--- config.mk ---
export PLATFORM = sky130hd
export DESIGN_NAME = fsp_top
export DESIGN_NICKNAME = d
export VERILOG_FILES = /design/src/shared/fsp_pkg.sv /design/src/fsp_top.sv
export VERILOG_INCLUDE_DIRS = /design/src /design/src/shared
export SDC_FILE = /design/constraint.sdc
export NUM_CORES = 1
export LEC_CHECK = 0
export BUFFER_PORTS_ARGS = -buffer_cell sky130_fd_sc_hd__buf_4
export CAP_MARGIN = 20
export CORE_ASPECT_RATIO = 2
export CORE_MARGIN = 5
export CORE_UTILIZATION = 45
export CTS_BUF_LIST = sky130_fd_sc_hd__clkbuf_4
export DETAILED_ROUTE_END_ITERATION = 7
export MAX_ROUTING_LAYER = met4
export PLACE_DENSITY = 0.77
export SYNTH_ARGS = -nofsm -noshare
export SYNTH_HDL_FRONTEND = slang
export SYNTH_SLANG_ARGS = --single-unit
--- constraint.sdc ---
create_clock -name pclk -period 1.79 [get_ports pclk]
set_clock_uncertainty 0.15 [all_clocks]
set_input_delay 0.0895 -clock pclk [delete_from_list [all_inputs] [get_ports pclk]]
set_output_delay 0.0895 -clock pclk [all_outputs]
set_load 0.1 [all_outputs]
--- src/shared/fsp_defines.svh ---
// offsets, field positions, reset values and widths for the flash self-program protection block
// assumes a 32-bit apb register window with one aligned word per register
`ifndef FSP_DEFINES_SVH
`define FSP_DEFINES_SVH

// ==========================================================================
// register byte offsets
`define FSP_OFF_LOCK        12'h000
`define FSP_OFF_PTR_EXT     12'h004
`define FSP_OFF_CFG         12'h008
`define FSP_OFF_STATUS      12'h00c
`define FSP_OFF_TARGET      12'h010
`define FSP_OFF_RESET_VEC   12'h014

// ==========================================================================
// lock field bit positions inside the lock register
`define FSP_APP_LO_BIT      0
`define FSP_APP_HI_BIT      1
`define FSP_BOOT_LO_BIT     2
`define FSP_BOOT_HI_BIT     3

// ==========================================================================
// status bit positions
`define FSP_ST_APP_WR_BIT   0
`define FSP_ST_APP_RD_BIT   1
`define FSP_ST_BOOT_WR_BIT  2
`define FSP_ST_BOOT_RD_BIT  3
`define FSP_ST_APP_SPM_BIT  4
`define FSP_ST_BUSY_BIT     5

// ==========================================================================
// reset values and sizes
`define FSP_LOCK_ERASED     4'hf
`define FSP_PTR_EXT_RST     8'h00
`define FSP_APP_RESET_WORD  23'h000000
`define FSP_EXT_THRESHOLD   32'h00010000
`define FSP_INIT_WAIT       2'h2

`endif

--- src/shared/fsp_pkg.sv ---
// types for the flash self-program protection block
// assumes fsp_defines.svh supplies the numeric constants
package fsp_pkg;

	typedef enum logic [0:0] {
		FSP_IDLE,
		FSP_BUSY
	} fsp_state_e;

	typedef struct packed {
		fsp_state_e  state;
		logic [3:0]  lock;
		logic [7:0]  ptr_ext;
		logic        ivt_boot;
		logic [22:0] tgt_word;
		logic [23:0] rd_addr;
		logic        byte_sel;
		logic        lpm_grant;
		logic        lpm_deny;
		logic        spm_grant;
		logic        spm_deny;
		logic        irq_sup;
		logic [22:0] rst_vec;
		logic [4:0]  viol;
		logic [31:0] prdata;
		logic        fuse_s1;
		logic        fuse_s2;
		logic [3:0]  nvl_s1;
		logic [3:0]  nvl_s2;
		logic [1:0]  init_cnt;
		logic        loaded;
	} fsp_state_s;

endpackage

--- src/fsp_top.sv ---
// flash self-program protection: lock checking, interrupt masking, reset vector, addressing
// assumes cpu strobes are on pclk; fuse and stored lock bits arrive from another domain
//
// Summary of operation
// [RULE1] locks only programmed; chip erase clears them
// [RULE2] general write lock ignored for spm
// [RULE3] general read/write lock ignored for lpm/spm
// [RULE4] app locks 11: app access unrestricted
// [RULE5] app locks 10: block spm writes to app
// [RULE6] app locks 00: block writes, boot reads
// [RULE7] app locks 01: block boot reads, allow writes
// [RULE8] app read-blocking: mask irqs in app
// [RULE9] boot locks 11: boot access unrestricted
// [RULE10] boot locks 10: block spm writes to boot
// [RULE11] boot locks 00: block writes, app reads
// [RULE12] boot locks 01: block app reads, allow writes
// [RULE13] boot read-blocking: mask irqs in boot
// [RULE14] reset vector from boot reset fuse
// [RULE15] cpu cannot alter any fuse
// [RULE16] 24-bit pointer: extension plus high, low
// [RULE17] extension register only above 64k bytes
// [RULE18] low bits word index, high bits page
// [RULE19] target address latched at operation start
// [RULE20] software uses same page for erase, write
// [RULE21] lpm addresses bytes, bit 0 selects byte
// [RULE22] classify pc and target by section
//
// Design decisions made here: register access over APB and the register addresses.
`timescale 1ns/1ns

`include "fsp_defines.svh"

module fsp_top
	import fsp_pkg::*;
#(
	parameter logic [22:0] BOOT_START_WORD  = 23'h01f000,
	parameter int          PAGE_WORD_BITS   = 7,
	parameter logic [31:0] PROG_SPACE_BYTES = 32'h00040000
) (
	input  wire logic                       pclk,
	input  wire logic                       presetn,
	input  wire logic                       psel,
	input  wire logic                       penable,
	input  wire logic                       pwrite,
	input  wire logic [11:0]                paddr,
	input  wire logic [31:0]                pwdata,
	output logic      [31:0]                prdata,
	output logic                            pready,
	output logic                            pslverr,
	input  wire logic [22:0]                cpu_pc,
	input  wire logic                       load_program_memory_instr,
	input  wire logic                       store_program_memory_instr,
	input  wire logic [7:0]                 pointer_high_byte,
	input  wire logic [7:0]                 pointer_low_byte,
	input  wire logic                       flash_op_done,
	input  wire logic                       boot_reset_select_fuse,
	input  wire logic [3:0]                 stored_lock_bits,
	input  wire logic                       prog_if_lock_wr,
	input  wire logic [3:0]                 prog_if_lock_data,
	input  wire logic                       prog_if_chip_erase,
	output logic                            lpm_grant,
	output logic                            lpm_deny,
	output logic [23:0]                     lpm_byte_addr,
	output logic                            byte_select_bit,
	output logic                            spm_grant,
	output logic                            spm_deny,
	output logic                            spm_busy,
	output logic [22:0]                     spm_word_addr,
	output logic [22-PAGE_WORD_BITS:0]      spm_page_num,
	output logic [PAGE_WORD_BITS-1:0]       spm_word_index,
	output logic                            irq_suppress,
	output logic [22:0]                     reset_vector,
	output logic [3:0]                      lock_bits
);

	// ==========================================================================
	// constants and helpers
	localparam logic EXT_IMPL = (PROG_SPACE_BYTES > `FSP_EXT_THRESHOLD); // [RULE17]

	// section of a word address
	function automatic logic in_boot(input logic [22:0] word_addr);
		in_boot = (word_addr >= BOOT_START_WORD); // [RULE22]
	endfunction

	// register offset decode
	function automatic logic is_mapped(input logic [11:0] addr);
		case (addr)
			`FSP_OFF_LOCK,
			`FSP_OFF_PTR_EXT,
			`FSP_OFF_CFG,
			`FSP_OFF_STATUS,
			`FSP_OFF_TARGET,
			`FSP_OFF_RESET_VEC: is_mapped = 1'b1;
			default:            is_mapped = 1'b0;
		endcase
	endfunction

	// ==========================================================================
	// state
	fsp_state_s st_reg;
	fsp_state_s st_next;

	logic        apb_wr;
	logic        apb_setup;
	logic [23:0] ptr24;
	logic [22:0] ptr_word;
	logic        pc_boot;
	logic        tgt_boot;
	logic        app_rd_lock;
	logic        app_wr_lock;
	logic        boot_rd_lock;
	logic        boot_wr_lock;
	logic        lpm_block;
	logic        spm_block;
	logic [4:0]  viol_set;
	logic [31:0] rd_value;

	// ==========================================================================
	// combinational next state
	always_comb begin
		st_next = st_reg;

		// one-cycle strobes
		st_next.lpm_grant = 1'b0;
		st_next.lpm_deny  = 1'b0;
		st_next.spm_grant = 1'b0;
		st_next.spm_deny  = 1'b0;

		// synchronisers for out-of-domain levels
		st_next.fuse_s1 = boot_reset_select_fuse;
		st_next.fuse_s2 = st_reg.fuse_s1;
		st_next.nvl_s1  = stored_lock_bits;
		st_next.nvl_s2  = st_reg.nvl_s1;

		// stored lock bits taken once synchronised values are stable
		if (!st_reg.loaded) begin
			if (st_reg.init_cnt == `FSP_INIT_WAIT) begin
				st_next.lock   = st_reg.nvl_s2;
				st_next.loaded = 1'b1;
			end else begin
				st_next.init_cnt = st_reg.init_cnt + 2'h1;
			end
		end

		// reset vector follows the fuse; cpu has no path to change it
		st_next.rst_vec = st_reg.fuse_s2 ? `FSP_APP_RESET_WORD : BOOT_START_WORD; // [RULE14] [RULE15]

		// pointer and section classification
		ptr24    = {(EXT_IMPL ? st_reg.ptr_ext : 8'h00), pointer_high_byte, pointer_low_byte}; // [RULE16]
		ptr_word = ptr24[23:1];
		pc_boot  = in_boot(cpu_pc);   // [RULE22]
		tgt_boot = in_boot(ptr_word); // [RULE22]

		// lock decode; the general lock bits are not inputs here at all
		app_wr_lock  = !st_reg.lock[`FSP_APP_LO_BIT];  // [RULE4] [RULE5] [RULE6] [RULE7] [RULE2]
		app_rd_lock  = !st_reg.lock[`FSP_APP_HI_BIT];  // [RULE4] [RULE6] [RULE7] [RULE3]
		boot_wr_lock = !st_reg.lock[`FSP_BOOT_LO_BIT]; // [RULE9] [RULE10] [RULE11] [RULE12]
		boot_rd_lock = !st_reg.lock[`FSP_BOOT_HI_BIT]; // [RULE9] [RULE11] [RULE12]

		// interrupt masking by section of execution
		st_next.irq_sup = (app_rd_lock && st_reg.ivt_boot && !pc_boot)    // [RULE8]
		               || (boot_rd_lock && !st_reg.ivt_boot && pc_boot); // [RULE13]

		// load program memory check
		lpm_block = (tgt_boot && !pc_boot && boot_rd_lock)  // [RULE11] [RULE12]
		         || (!tgt_boot && pc_boot && app_rd_lock); // [RULE6] [RULE7]

		// store program memory check; only boot code may program
		spm_block = !pc_boot
		         || (tgt_boot && boot_wr_lock)  // [RULE10] [RULE11]
		         || (!tgt_boot && app_wr_lock); // [RULE5] [RULE6]

		viol_set = 5'h00;

		if (load_program_memory_instr) begin
			st_next.rd_addr  = ptr24;    // [RULE21]
			st_next.byte_sel = ptr24[0]; // [RULE21]
			st_next.lpm_grant = !lpm_block;
			st_next.lpm_deny  = lpm_block;
			viol_set[`FSP_ST_APP_RD_BIT]  = lpm_block && !tgt_boot;
			viol_set[`FSP_ST_BOOT_RD_BIT] = lpm_block && tgt_boot;
		end

		case (st_reg.state)
			FSP_IDLE: begin
				if (store_program_memory_instr) begin
					if (spm_block) begin
						st_next.spm_deny = 1'b1;
						viol_set[`FSP_ST_APP_SPM_BIT] = !pc_boot;
						viol_set[`FSP_ST_APP_WR_BIT]  = pc_boot && !tgt_boot;
						viol_set[`FSP_ST_BOOT_WR_BIT] = pc_boot && tgt_boot;
					end else begin
						st_next.tgt_word  = ptr_word; // [RULE19]
						st_next.spm_grant = 1'b1;
						st_next.state     = FSP_BUSY;
					end
				end
			end
			FSP_BUSY: begin
				// pointer changes no longer reach the latched target
				if (store_program_memory_instr) begin
					st_next.spm_deny = 1'b1;
				end
				if (flash_op_done) begin
					st_next.state = FSP_IDLE;
				end
			end
			default: begin
				st_next.state = FSP_IDLE;
			end
		endcase

		// apb register access
		apb_setup = psel && !penable;
		apb_wr    = psel && penable && pwrite && is_mapped(paddr);

		case (paddr)
			`FSP_OFF_LOCK:      rd_value = {28'h0000000, st_reg.lock};
			`FSP_OFF_PTR_EXT:   rd_value = {24'h000000, (EXT_IMPL ? st_reg.ptr_ext : 8'h00)};
			`FSP_OFF_CFG:       rd_value = {30'h00000000, st_reg.fuse_s2, st_reg.ivt_boot};
			`FSP_OFF_STATUS:    rd_value = {26'h0000000, (st_reg.state == FSP_BUSY), st_reg.viol};
			`FSP_OFF_TARGET:    rd_value = {9'h000, st_reg.tgt_word};
			`FSP_OFF_RESET_VEC: rd_value = {9'h000, st_reg.rst_vec};
			default:            rd_value = 32'h00000000;
		endcase
		if (apb_setup && !pwrite) begin
			st_next.prdata = rd_value;
		end

		// sticky violations: a new event wins over a clear in the same cycle
		st_next.viol = st_reg.viol | viol_set;
		if (apb_wr && paddr == `FSP_OFF_STATUS) begin
			st_next.viol = (st_reg.viol & ~pwdata[4:0]) | viol_set;
		end

		if (apb_wr) begin
			case (paddr)
				`FSP_OFF_LOCK: begin
					// a zero programs a lock bit, a one leaves it alone
					st_next.lock = st_next.lock & pwdata[3:0]; // [RULE1]
				end
				`FSP_OFF_PTR_EXT: begin
					if (EXT_IMPL) begin
						st_next.ptr_ext = pwdata[7:0]; // [RULE17]
					end
				end
				`FSP_OFF_CFG: begin
					// fuse bit is read-only, writes to it are dropped
					st_next.ivt_boot = pwdata[0]; // [RULE15]
				end
				default: begin
					st_next.ptr_ext = st_next.ptr_ext;
				end
			endcase
		end

		// programming interface may program, only chip erase un-programs
		if (prog_if_lock_wr) begin
			st_next.lock = st_next.lock & prog_if_lock_data; // [RULE1]
		end
		if (prog_if_chip_erase) begin
			st_next.lock   = `FSP_LOCK_ERASED; // [RULE1]
			st_next.loaded = 1'b1;
		end
	end

	// ==========================================================================
	// state register
	always_ff @(posedge pclk or negedge presetn) begin
		if (!presetn) begin
			st_reg          <= '0;
			st_reg.state    <= FSP_IDLE;
			st_reg.lock     <= `FSP_LOCK_ERASED;
			st_reg.ptr_ext  <= `FSP_PTR_EXT_RST;
			st_reg.rst_vec  <= `FSP_APP_RESET_WORD;
		end else begin
			st_reg <= st_next;
		end
	end

	// ==========================================================================
	// outputs
	assign prdata          = st_reg.prdata;
	assign pready          = 1'b1;
	assign pslverr         = psel && penable && !is_mapped(paddr);
	assign lpm_grant       = st_reg.lpm_grant;
	assign lpm_deny        = st_reg.lpm_deny;
	assign lpm_byte_addr   = st_reg.rd_addr;
	assign byte_select_bit = st_reg.byte_sel;
	assign spm_grant       = st_reg.spm_grant;
	assign spm_deny        = st_reg.spm_deny;
	assign spm_busy        = (st_reg.state == FSP_BUSY);
	assign spm_word_addr   = st_reg.tgt_word;
	assign spm_page_num    = st_reg.tgt_word[22:PAGE_WORD_BITS];   // [RULE18]
	assign spm_word_index  = st_reg.tgt_word[PAGE_WORD_BITS-1:0];  // [RULE18]
	assign irq_suppress    = st_reg.irq_sup;
	assign reset_vector    = st_reg.rst_vec;
	assign lock_bits       = st_reg.lock;

endmodule // fsp_top

==> metrics.md, run 1 <==
| Metric | Value |
|---|---|
| Final Wtd Congestion | `0.894` |
| Post-DP Area | `0.00643 mm^2` |
| Initial DRC count | `179` |
| Area of the multi-input gates | `0.00189 mm^2` |
| Final TNS setup | `-3820 ps` |
| DR pass1 iterations | `4` |
| FF+latch area | `0.00271 mm^2` |
| TritonCTS clock tree | `yes` |
| Max VDD drop | `890 uV` |
| Port bufs | `175` |
| H-tree Lvls | `3` |
| Setup violations, final | `28` |
| Critical path type | `flip-flop to flip-flop` |
| Final hold vios | `3` |
| Largest cells by area after synthesis | `dfrtp_1 (47%), buf_4 (18%), mux2_2 (8.0%), mux2_4 (4.6%), a22o_1 (2.5%)` |
| Nets | `712` |
| Most common cell in the netlist | `buf_4` |
| Max-slew violation count | `0` |
| Gr ovfl total | `0` |
| CTS Buffer Depth | `2` |
| Drt total wl | `14,300 um` |
| Top post-synthesis cells by count | `buf_4 (130), dfrtp_1 (104), mux2_2 (39)` |
| Fraction of layout cells with a size suffix above 1 | `49.8%` |
| CP Launch Type | `flip-flop` |
| Total power | `7150 uW` |
| Leakage | `0.00354 uW` |
| DRC Markers | `0` |
| Min-delay src | `paddr[9]` |
| DIE AREA | `0.0147 mm^2` |
| Req. time, crit path | `1980 ps` |
| CP max stage delay | `430 ps` |
| Vias in the first global route | `4,128` |
| Number of synthesized flops with an enable pin | `0` |
| Via count | `3,859` |
| Synthesis-to-layout area growth | `28.3%` |
| Crit path max-delay family | `compound AO/OA/AOI/OAI gates` |
| Site Rows | `57` |
| Status | `complete, but fails checks` |
| CP max FO | `12` |
| Global-route wire length before repair | `22,400 um` |
| Worst EP arrival | `2140 ps` |
| Skew-Pair Late Insertion Delay | `440 ps` |
| Hpwl dp | `11,100 um` |
| Netlist Area Pre-Place | `0.00552 mm^2` |
| Fin area | `0.00708 mm^2` |
| R2R Setup Slk | `-170 ps` |
| Tcrit/Tclk final | `109%` |
| Root Buffer Master | `clkbuf_4` |
| Clock sinks | `108` |
| Core box area | `0.0121 mm^2` |
| Power Density | `1010 mW/mm^2` |
| Die X | `88.3 um` |
| Clock buffer count from CTS | `9` |
| Largest net degree at the start of global routing | `55` |
| Via-to-Cell Ratio | `5.05` |
| Crit path buf inv count | `1` |
| Synth area leader | `dfrtp_1` |
| Avg WL per Cell | `18.7 um` |
| Largest register FFs | `24` |
| Primary FF master, synth | `dfrtp_1` |
| Tmin final | `1960 ps` |
| Max-cap violation count | `0` |
| Post-synth cell types | `55` |
| Final ANT Viol Nets | `0` |
| Initial antenna violation count | `1` |
| Syn Area/Cell | `12.2 um^2` |
| Syn Inst Count | `453` |
| Critical path origin | `ptr24[21]` |
| Synth Warn # | `0` |
| Critical-path top delay cell | `dfrtp_1` |
| Failing checks | `negative hold slack, negative setup slack` |
| Die Y-Extent | `167 um` |
| Crit path cell chain | `nor4_4, o211a_1, o2111ai_4, buf_12, mux2_4` |
| CTS clk-pin slew, worst paths | `150 ps` |
| Initial Utilization | `45.5%` |
| Ports | `240` |
| HP Class | `primary input to flip-flop` |
| Async SR Flop Fraction | `100%` |
| Hold slack final | `-15.0 ps` |
| GRT Util Overall | `20.4%` |
| Sequential area share after synthesis | `49.1%` |
| Layout fillers | `1,016` |
| CP endpoint kind | `flip-flop` |
| Fin worst setup slack | `-168 ps` |
| RSZ-0062 raised after global routing | `yes` |
| Reg-to-reg startpoint | `ptr24[21]` |
| FMAX | `511 MHz` |
| Share of the synthesized area in the top cell type | `47.2%` |
| Final Util | `58.4%` |
| Flops & latches, synth | `108` |
-- repair_timing --
item / 4_1_cts / 5_1_grt
setup buffers: 1 / 1
setup endpoints to repair: 28 / 53
hold endpoints to repair: 173 / 3
pin swaps: 1 / 4
gates resized for setup: 5 / 7
gates cloned: 0 / 0
hold buffers: 47 / 2
-- metrics by stage --
step           setup WS, ps  instances
6_report               -168        764
5_1_grt                -248        762
4_1_cts                -174        761
3_5_place_dp           -205        697
3_3_place_gp           -168        697
2_1_floorplan          -135        479
-- cell type report --
cell class	instances	area share, %
Antenna cell	3	0.106
Clock buffer	10	1.06
Clock inverter	6	0.442
Inverter	7	0.371
Multi-Input combinational cell	222	26.7
Sequential cell	108	38.3
Tap cell	147	2.60
Timing Repair Buffer	261	30.4
-- cell families after synthesis --
logic type / share of synthesized area [%]
other: 0.136
buffers and inverters: 19.4
adder cells (fa/ha/maj): 0.227
XOR/XNOR: 0.159
AND/OR/NAND/NOR: 8.48
multiplexers: 13.3
AO/OA/AOI/OAI: 9.27
flip-flops: 49.1
-- report_power, final --
group          internal (uW)  leakage [uW]  switching, uW
Clock                    288     0.0000566            752
Sequential              2620       0.00137            189
Combinational            745       0.00211           2560
-- metal layers --
layer	routed length, um	GRT usage, %
met1	4810	21.4
met2	8300	37.2
met3	743	2.57
met4	450	8.42
met5	0	-
-- placed cells by master (no fill, tap or decap), drive strengths merged, types with 10 or more instances in the layout --
cell and n:
dfrtp 104, clkbuf 10, nand2 12, conb 28, dlygate4sd3 47, buf 214
nand3 11, nor2 10, a22o 16, mux2 56
-- worst register-to-register path, stage by stage, from the launching register on --
cell	delay [ps]
dfrtp_1	430
nor4_4	340
o211a_1	270
o2111ai_4	170
buf_12	200
mux2_4	300
-- worst paths after layout --
path | to | cells after the start
worst max-delay path | spm_word_addr[16] | 5
worst min register to register | st_reg[5] | 0
min in group asynchronous | st_next[11] | 3
worst min-delay path | prdata[1] | 5
max in group asynchronous | lock_bits[2] | 4
worst max register to register | spm_word_addr[16] | 5
No activity file was read; power rests on OpenSTA's default activity.
==> run 2, diff against run 1 <==
--- a/config.mk
+++ b/config.mk
@@ -6,13 +6,13 @@
 export SDC_FILE = /design/constraint.sdc
 export NUM_CORES = 1
 export LEC_CHECK = 0
-export BUFFER_PORTS_ARGS = -buffer_cell sky130_fd_sc_hd__buf_4
 export CAP_MARGIN = 20
 export CORE_ASPECT_RATIO = 2
 export CORE_MARGIN = 5
-export CORE_UTILIZATION = 45
+export CORE_UTILIZATION = 60
 export CTS_BUF_LIST = sky130_fd_sc_hd__clkbuf_4
 export DETAILED_ROUTE_END_ITERATION = 7
+export DONT_BUFFER_PORTS = 1
 export MAX_ROUTING_LAYER = met4
 export PLACE_DENSITY = 0.77
 export SYNTH_ARGS = -nofsm -noshare
==> metrics.md, run 2 (synthesized netlist as in run 1, its figures left out) <==
| Metric | Value |
|---|---|
| DR pass1 iterations | `4` |
| Via count | `3,652` |
| Critical-path top delay cell | `dfrtp_1` |
| Max-cap violation count | `0` |
| Die X | `77.8 um` |
| Crit path max-delay family | `compound AO/OA/AOI/OAI gates` |
| Site Rows | `49` |
| CP max FO | `16` |
| Final Wtd Congestion | `0.858` |
| Max-slew violation count | `0` |
| Clock sinks | `108` |
| Slew headroom | `63.5%` |
| Gr ovfl total | `0` |
| Tcrit/Tclk final | `113%` |
| Avg WL per Cell | `21.7 um` |
| CP Launch Type | `flip-flop` |
| RSZ-0062 raised after global routing | `yes` |
| Port bufs | `0` |
| Status | `complete, but fails checks` |
| Leakage | `0.00317 uW` |
| Initial Utilization | `61.2%` |
| HP Class | `primary input to asynchronous set/reset pin` |
| Most frequent cells in the layout | `buf_4 (104), dfrtp_1 (78), dlygate4sd3_1 (54)` |
| R2R Setup Slk | `-230 ps` |
| Root Buffer Master | `clkbuf_4` |
| Clock buffer count from CTS | `9` |
| Place WS | `-249 ps` |
| Vias in the first global route | `3,842` |
| CP endpoint kind | `flip-flop` |
| Skew-Pair Late Insertion Delay | `460 ps` |
| Die Y-Extent | `146 um` |
| Hpwl dp | `9400 um` |
| Global-route wire length before repair | `20,900 um` |
| Final Util | `72.6%` |
| Synthesis-to-layout area growth | `18.5%` |
| GRT Util Overall | `24.3%` |
| CTS Buffer Depth | `2` |
| Largest net degree at the start of global routing | `109` |
| Worst r2r path cells | `5` |
| Max VDD drop | `1050 uV` |
| Req. time, crit path | `1980 ps` |
| Commonest non-fill, non-tap cell in the layout | `buf_4` |
| Fin worst setup slack | `-233 ps` |
| Layout fillers | `617` |
| Worst EP arrival | `2210 ps` |
| Nets | `626` |
| DRC Markers | `0` |
| Setup violations, final | `33` |
| Initial antenna violation count | `2` |
| Crit path cell chain | `nor4_4, o211a_1, o2111ai_4, buf_12, mux2_4` |
| Core box area | `0.00901 mm^2` |
| CP max stage delay | `440 ps` |
| FMAX | `494 MHz` |
| Hold slack final | `-848 ps` |
| Drt total wl | `13,700 um` |
| Critical path origin | `ptr24[22]` |
| RR Endpoint | `spm_word_addr[19]` |
| Critical path type | `flip-flop to flip-flop` |
| CTS clk-pin slew, worst paths | `160 ps` |
| Fraction of layout cells with a size suffix above 1 | `45.3%` |
| Crit path buf inv count | `1` |
| H-tree Lvls | `3` |
| Final hold vios | `111` |
| Power Density | `1080 mW/mm^2` |
| Largest register FFs | `24` |
| Final ANT Viol Nets | `0` |
| Least-Margin Pin Slew | `544 ps` |
| TritonCTS clock tree | `yes` |
| Tmin final | `2020 ps` |
| Ports | `240` |
| Initial DRC count | `190` |
| Reg-to-reg startpoint | `ptr24[22]` |
| Via-to-Cell Ratio | `5.78` |
| Failing checks | `negative hold slack, negative setup slack` |
| DIE AREA | `0.0113 mm^2` |
==> run 2: final cells by class <==
class | count | area, um^2 | area share (%)
clock buffer | 12 | 90.1 | 1.38
multi-input combinational | 222 | 1900 | 29.0
clock inverter | 4 | 25.0 | 0.383
timing repair buffer | 175 | 1630 | 24.9
antenna | 2 | 5.00 | 0.0765
inverter | 7 | 26.3 | 0.402
tap | 102 | 128 | 1.95
sequential | 108 | 2740 | 41.9
==> run 2: metrics by stage <==
| step | TNS, ps | cells | instance area (um^2) | total power, uW |
|---|---|---|---|---|
| final | -5620 | 632 | 6540 | 7070 |
| after global placement | -5540 | 552 | 5750 | 5820 |
| after floorplan | -2180 | 479 | 5630 | 5680 |
| after global routing | -7630 | 632 | 6540 | 7290 |
| after CTS | -5170 | 624 | 6460 | 7050 |
| after detailed placement | -5470 | 552 | 5750 | 5860 |
==> run 2: what timing repair did <==
action / in CTS / in global routing
endpoints found under the setup margin: 30 / 36
endpoints found under the hold margin: 196 / 112
gates resized for setup: 6 / 7
pin swaps: 0 / 4
hold buffers: 54 / 3
setup buffers: 2 / 5
==> run 2: worst max path at each step <==
stage,to,slack (ps),depth (start not counted)
final,spm_word_addr[19],-230,5
after global routing,spm_word_addr[19],-300,5
after CTS,spm_word_addr[19],-210,5
after detailed placement,spm_word_addr[16],-250,5
after global placement,spm_word_addr[12],-250,5
after floorplan,spm_word_addr[10],-130,5
==> run 2: per-layer routing <==
layer,track usage (%),up-vias,part of all wire (%)
li1,-,1591,-
met1,24.8,1797,33
met2,43.0,204,55
met3,3.90,60,6.6
met4,13.0,0,5.1
met5,-,-,0
==> run 2: power breakdown <==
part	internal (uW)	switching (uW)
Clock	333	775
Sequential	2640	177
Combinational	666	2480
==> run 3, diff against run 2 <==
--- a/config.mk
+++ b/config.mk
@@ -15,6 +15,7 @@
 export DONT_BUFFER_PORTS = 1
 export MAX_ROUTING_LAYER = met4
 export PLACE_DENSITY = 0.77
+export SKIP_LAST_GASP = 1
 export SYNTH_ARGS = -nofsm -noshare
 export SYNTH_HDL_FRONTEND = slang
 export SYNTH_SLANG_ARGS = --single-unit
==> metrics.md, run 3 (synthesized netlist as in run 1, its figures left out) <==
| Metric | Value |
|---|---|
| Status | `complete, but fails checks` |
| Failing checks | `negative hold slack, negative setup slack` |
| Root Buffer Master | `clkbuf_4` |
| Global-route wire length before repair | `20,900 um` |
| Port bufs | `0` |
| CP max FO | `16` |
| Die Y-Extent | `146 um` |
| Hold slack final | `-850 ps` |
| Via-to-Cell Ratio | `5.77` |
| Final ANT Viol Nets | `0` |
| TritonCTS clock tree | `yes` |
| GRT Util Overall | `24.3%` |
| Drt total wl | `13,600 um` |
| Worst EP arrival | `2210 ps` |
| Tmin final | `2020 ps` |
| Initial Utilization | `61.2%` |
| Req. time, crit path | `1980 ps` |
| Worst r2r path cells | `5` |
| Crit path buf inv count | `1` |
| Hpwl dp | `9400 um` |
| Fin worst setup slack | `-230 ps` |
| Core box area | `0.00901 mm^2` |
| Via count | `3,638` |
| Power Density | `1080 mW/mm^2` |
| Crit path cell chain | `nor4_4, o211a_1, o2111ai_4, buf_12, mux2_4` |
| Ports | `240` |
| H-tree Lvls | `3` |
| Place WS | `-249 ps` |
| Clock buffer count from CTS | `9` |
| Critical-path top delay cell | `dfrtp_1` |
| Gr ovfl total | `0` |
| Max-cap violation count | `0` |
| Commonest non-fill, non-tap cell in the layout | `buf_4` |
| Nets | `625` |
| Initial DRC count | `165` |
| Tcrit/Tclk final | `113%` |
| DIE AREA | `0.0113 mm^2` |
| R2R Setup Slk | `-230 ps` |
| RR Endpoint | `spm_word_addr[19]` |
| FMAX | `495 MHz` |
| Least-Margin Pin Slew | `550 ps` |
| CTS Buffer Depth | `2` |
| RSZ-0062 raised after global routing | `yes` |
| Clock sinks | `108` |
| Fraction of layout cells with a size suffix above 1 | `45.2%` |
| CTS clk-pin slew, worst paths | `170 ps` |
| Slew headroom | `63.7%` |
| DR pass1 iterations | `6` |
| Leakage | `0.00316 uW` |
| Initial antenna violation count | `2` |
| Reg-to-reg startpoint | `ptr24[22]` |
| Skew-Pair Late Insertion Delay | `470 ps` |
| Synthesis-to-layout area growth | `18.4%` |
| FF+latch area | `0.00274 mm^2` |
| Critical path type | `flip-flop to flip-flop` |
| Final hold vios | `111` |
| Crit path max-delay family | `compound AO/OA/AOI/OAI gates` |
| HP Class | `primary input to asynchronous set/reset pin` |
| Setup violations, final | `33` |
| Largest register FFs | `24` |
| CP endpoint kind | `flip-flop` |
| Max-slew violation count | `0` |
| Avg WL per Cell | `21.6 um` |
| DRC Markers | `0` |
| Site Rows | `49` |
| Post-DP Area | `0.00575 mm^2` |
| CP Launch Type | `flip-flop` |
| Vias in the first global route | `3,842` |
| Max VDD drop | `1050 uV` |
| Die X | `77.8 um` |
| Largest net degree at the start of global routing | `109` |
| Final Wtd Congestion | `0.858` |
| Fin area | `0.00653 mm^2` |
| CP max stage delay | `440 ps` |
| Layout fillers | `617` |
| Most frequent cells in the layout | `buf_4 (103), dfrtp_1 (78), dlygate4sd3_1 (54)` |
| Area of the multi-input gates | `0.00190 mm^2` |
-- run 3: cell types whose count changed in the layout (fill, tap and decap cells not counted) --
cell   change
buf_4      -1
-- run 3: metal layers --
layer	wire length [um]	track usage, %	part of all wire (%)	vias up
met5	0	-	0	-
met4	692	13.0	5.1	0
met3	886	3.90	6.5	59
met2	7490	43.0	55	203
met1	4570	24.8	33	1787
li1	-	-	-	1589
-- run 3: power by group --
group	internal [uW]	total, uW	leakage [uW]	switching, uW
Sequential	2640	2820	0.00134	177
Clock	333	1110	0.0000654	772
Combinational	664	3140	0.00176	2480
Total	3640	7060	0.00316	3430
-- run 3: worst max-delay path by stage --
stage	from	end	slack, ps	depth (start not counted)
4_1_cts	ptr24[22]	spm_word_addr[19]	-210	5
2_1_floorplan	ptr24[22]	spm_word_addr[10]	-130	5
6_report	ptr24[22]	spm_word_addr[19]	-230	5
5_1_grt	ptr24[22]	spm_word_addr[19]	-300	5
3_3_place_gp	ptr24[22]	spm_word_addr[12]	-250	5
3_5_place_dp	ptr24[22]	spm_word_addr[16]	-250	5
-- run 3: final cells by class --
cell class / instances / share of cell area, %
flip-flops and latches: 108 / 42.0
multi-input cells: 222 / 29.0
repair buffers: 174 / 24.8
well taps: 102 / 1.95
clock buffers: 12 / 1.38
inverters: 7 / 0.402
clock inverters: 4 / 0.383
diodes: 2 / 0.0766
-- run 3: metrics by stage --
step | TNS (ps) | hold WS, ps | util, % | std cells | total power [uW]
after global routing | -7620 | -901 | 72.5 | 631 | 7280
after detailed placement | -5470 | -352 | 63.8 | 552 | 5860
after CTS | -5180 | -869 | 71.7 | 624 | 7050
after global placement | -5540 | -353 | 63.8 | 552 | 5820
final | -5450 | -850 | 72.5 | 631 | 7060
after floorplan | -2180 | -356 | - | 479 | 5680
-- run 3: repair_timing --
item | CTS | global route
setup endpoints to repair | 30 | 36
resized for setup | 5 | 8
endpoints found under the hold margin | 196 | 112
hold buffers | 54 | 3
setup buffers | 2 | 4
gates cloned | 0 | 0
pin swaps | 0 | 4
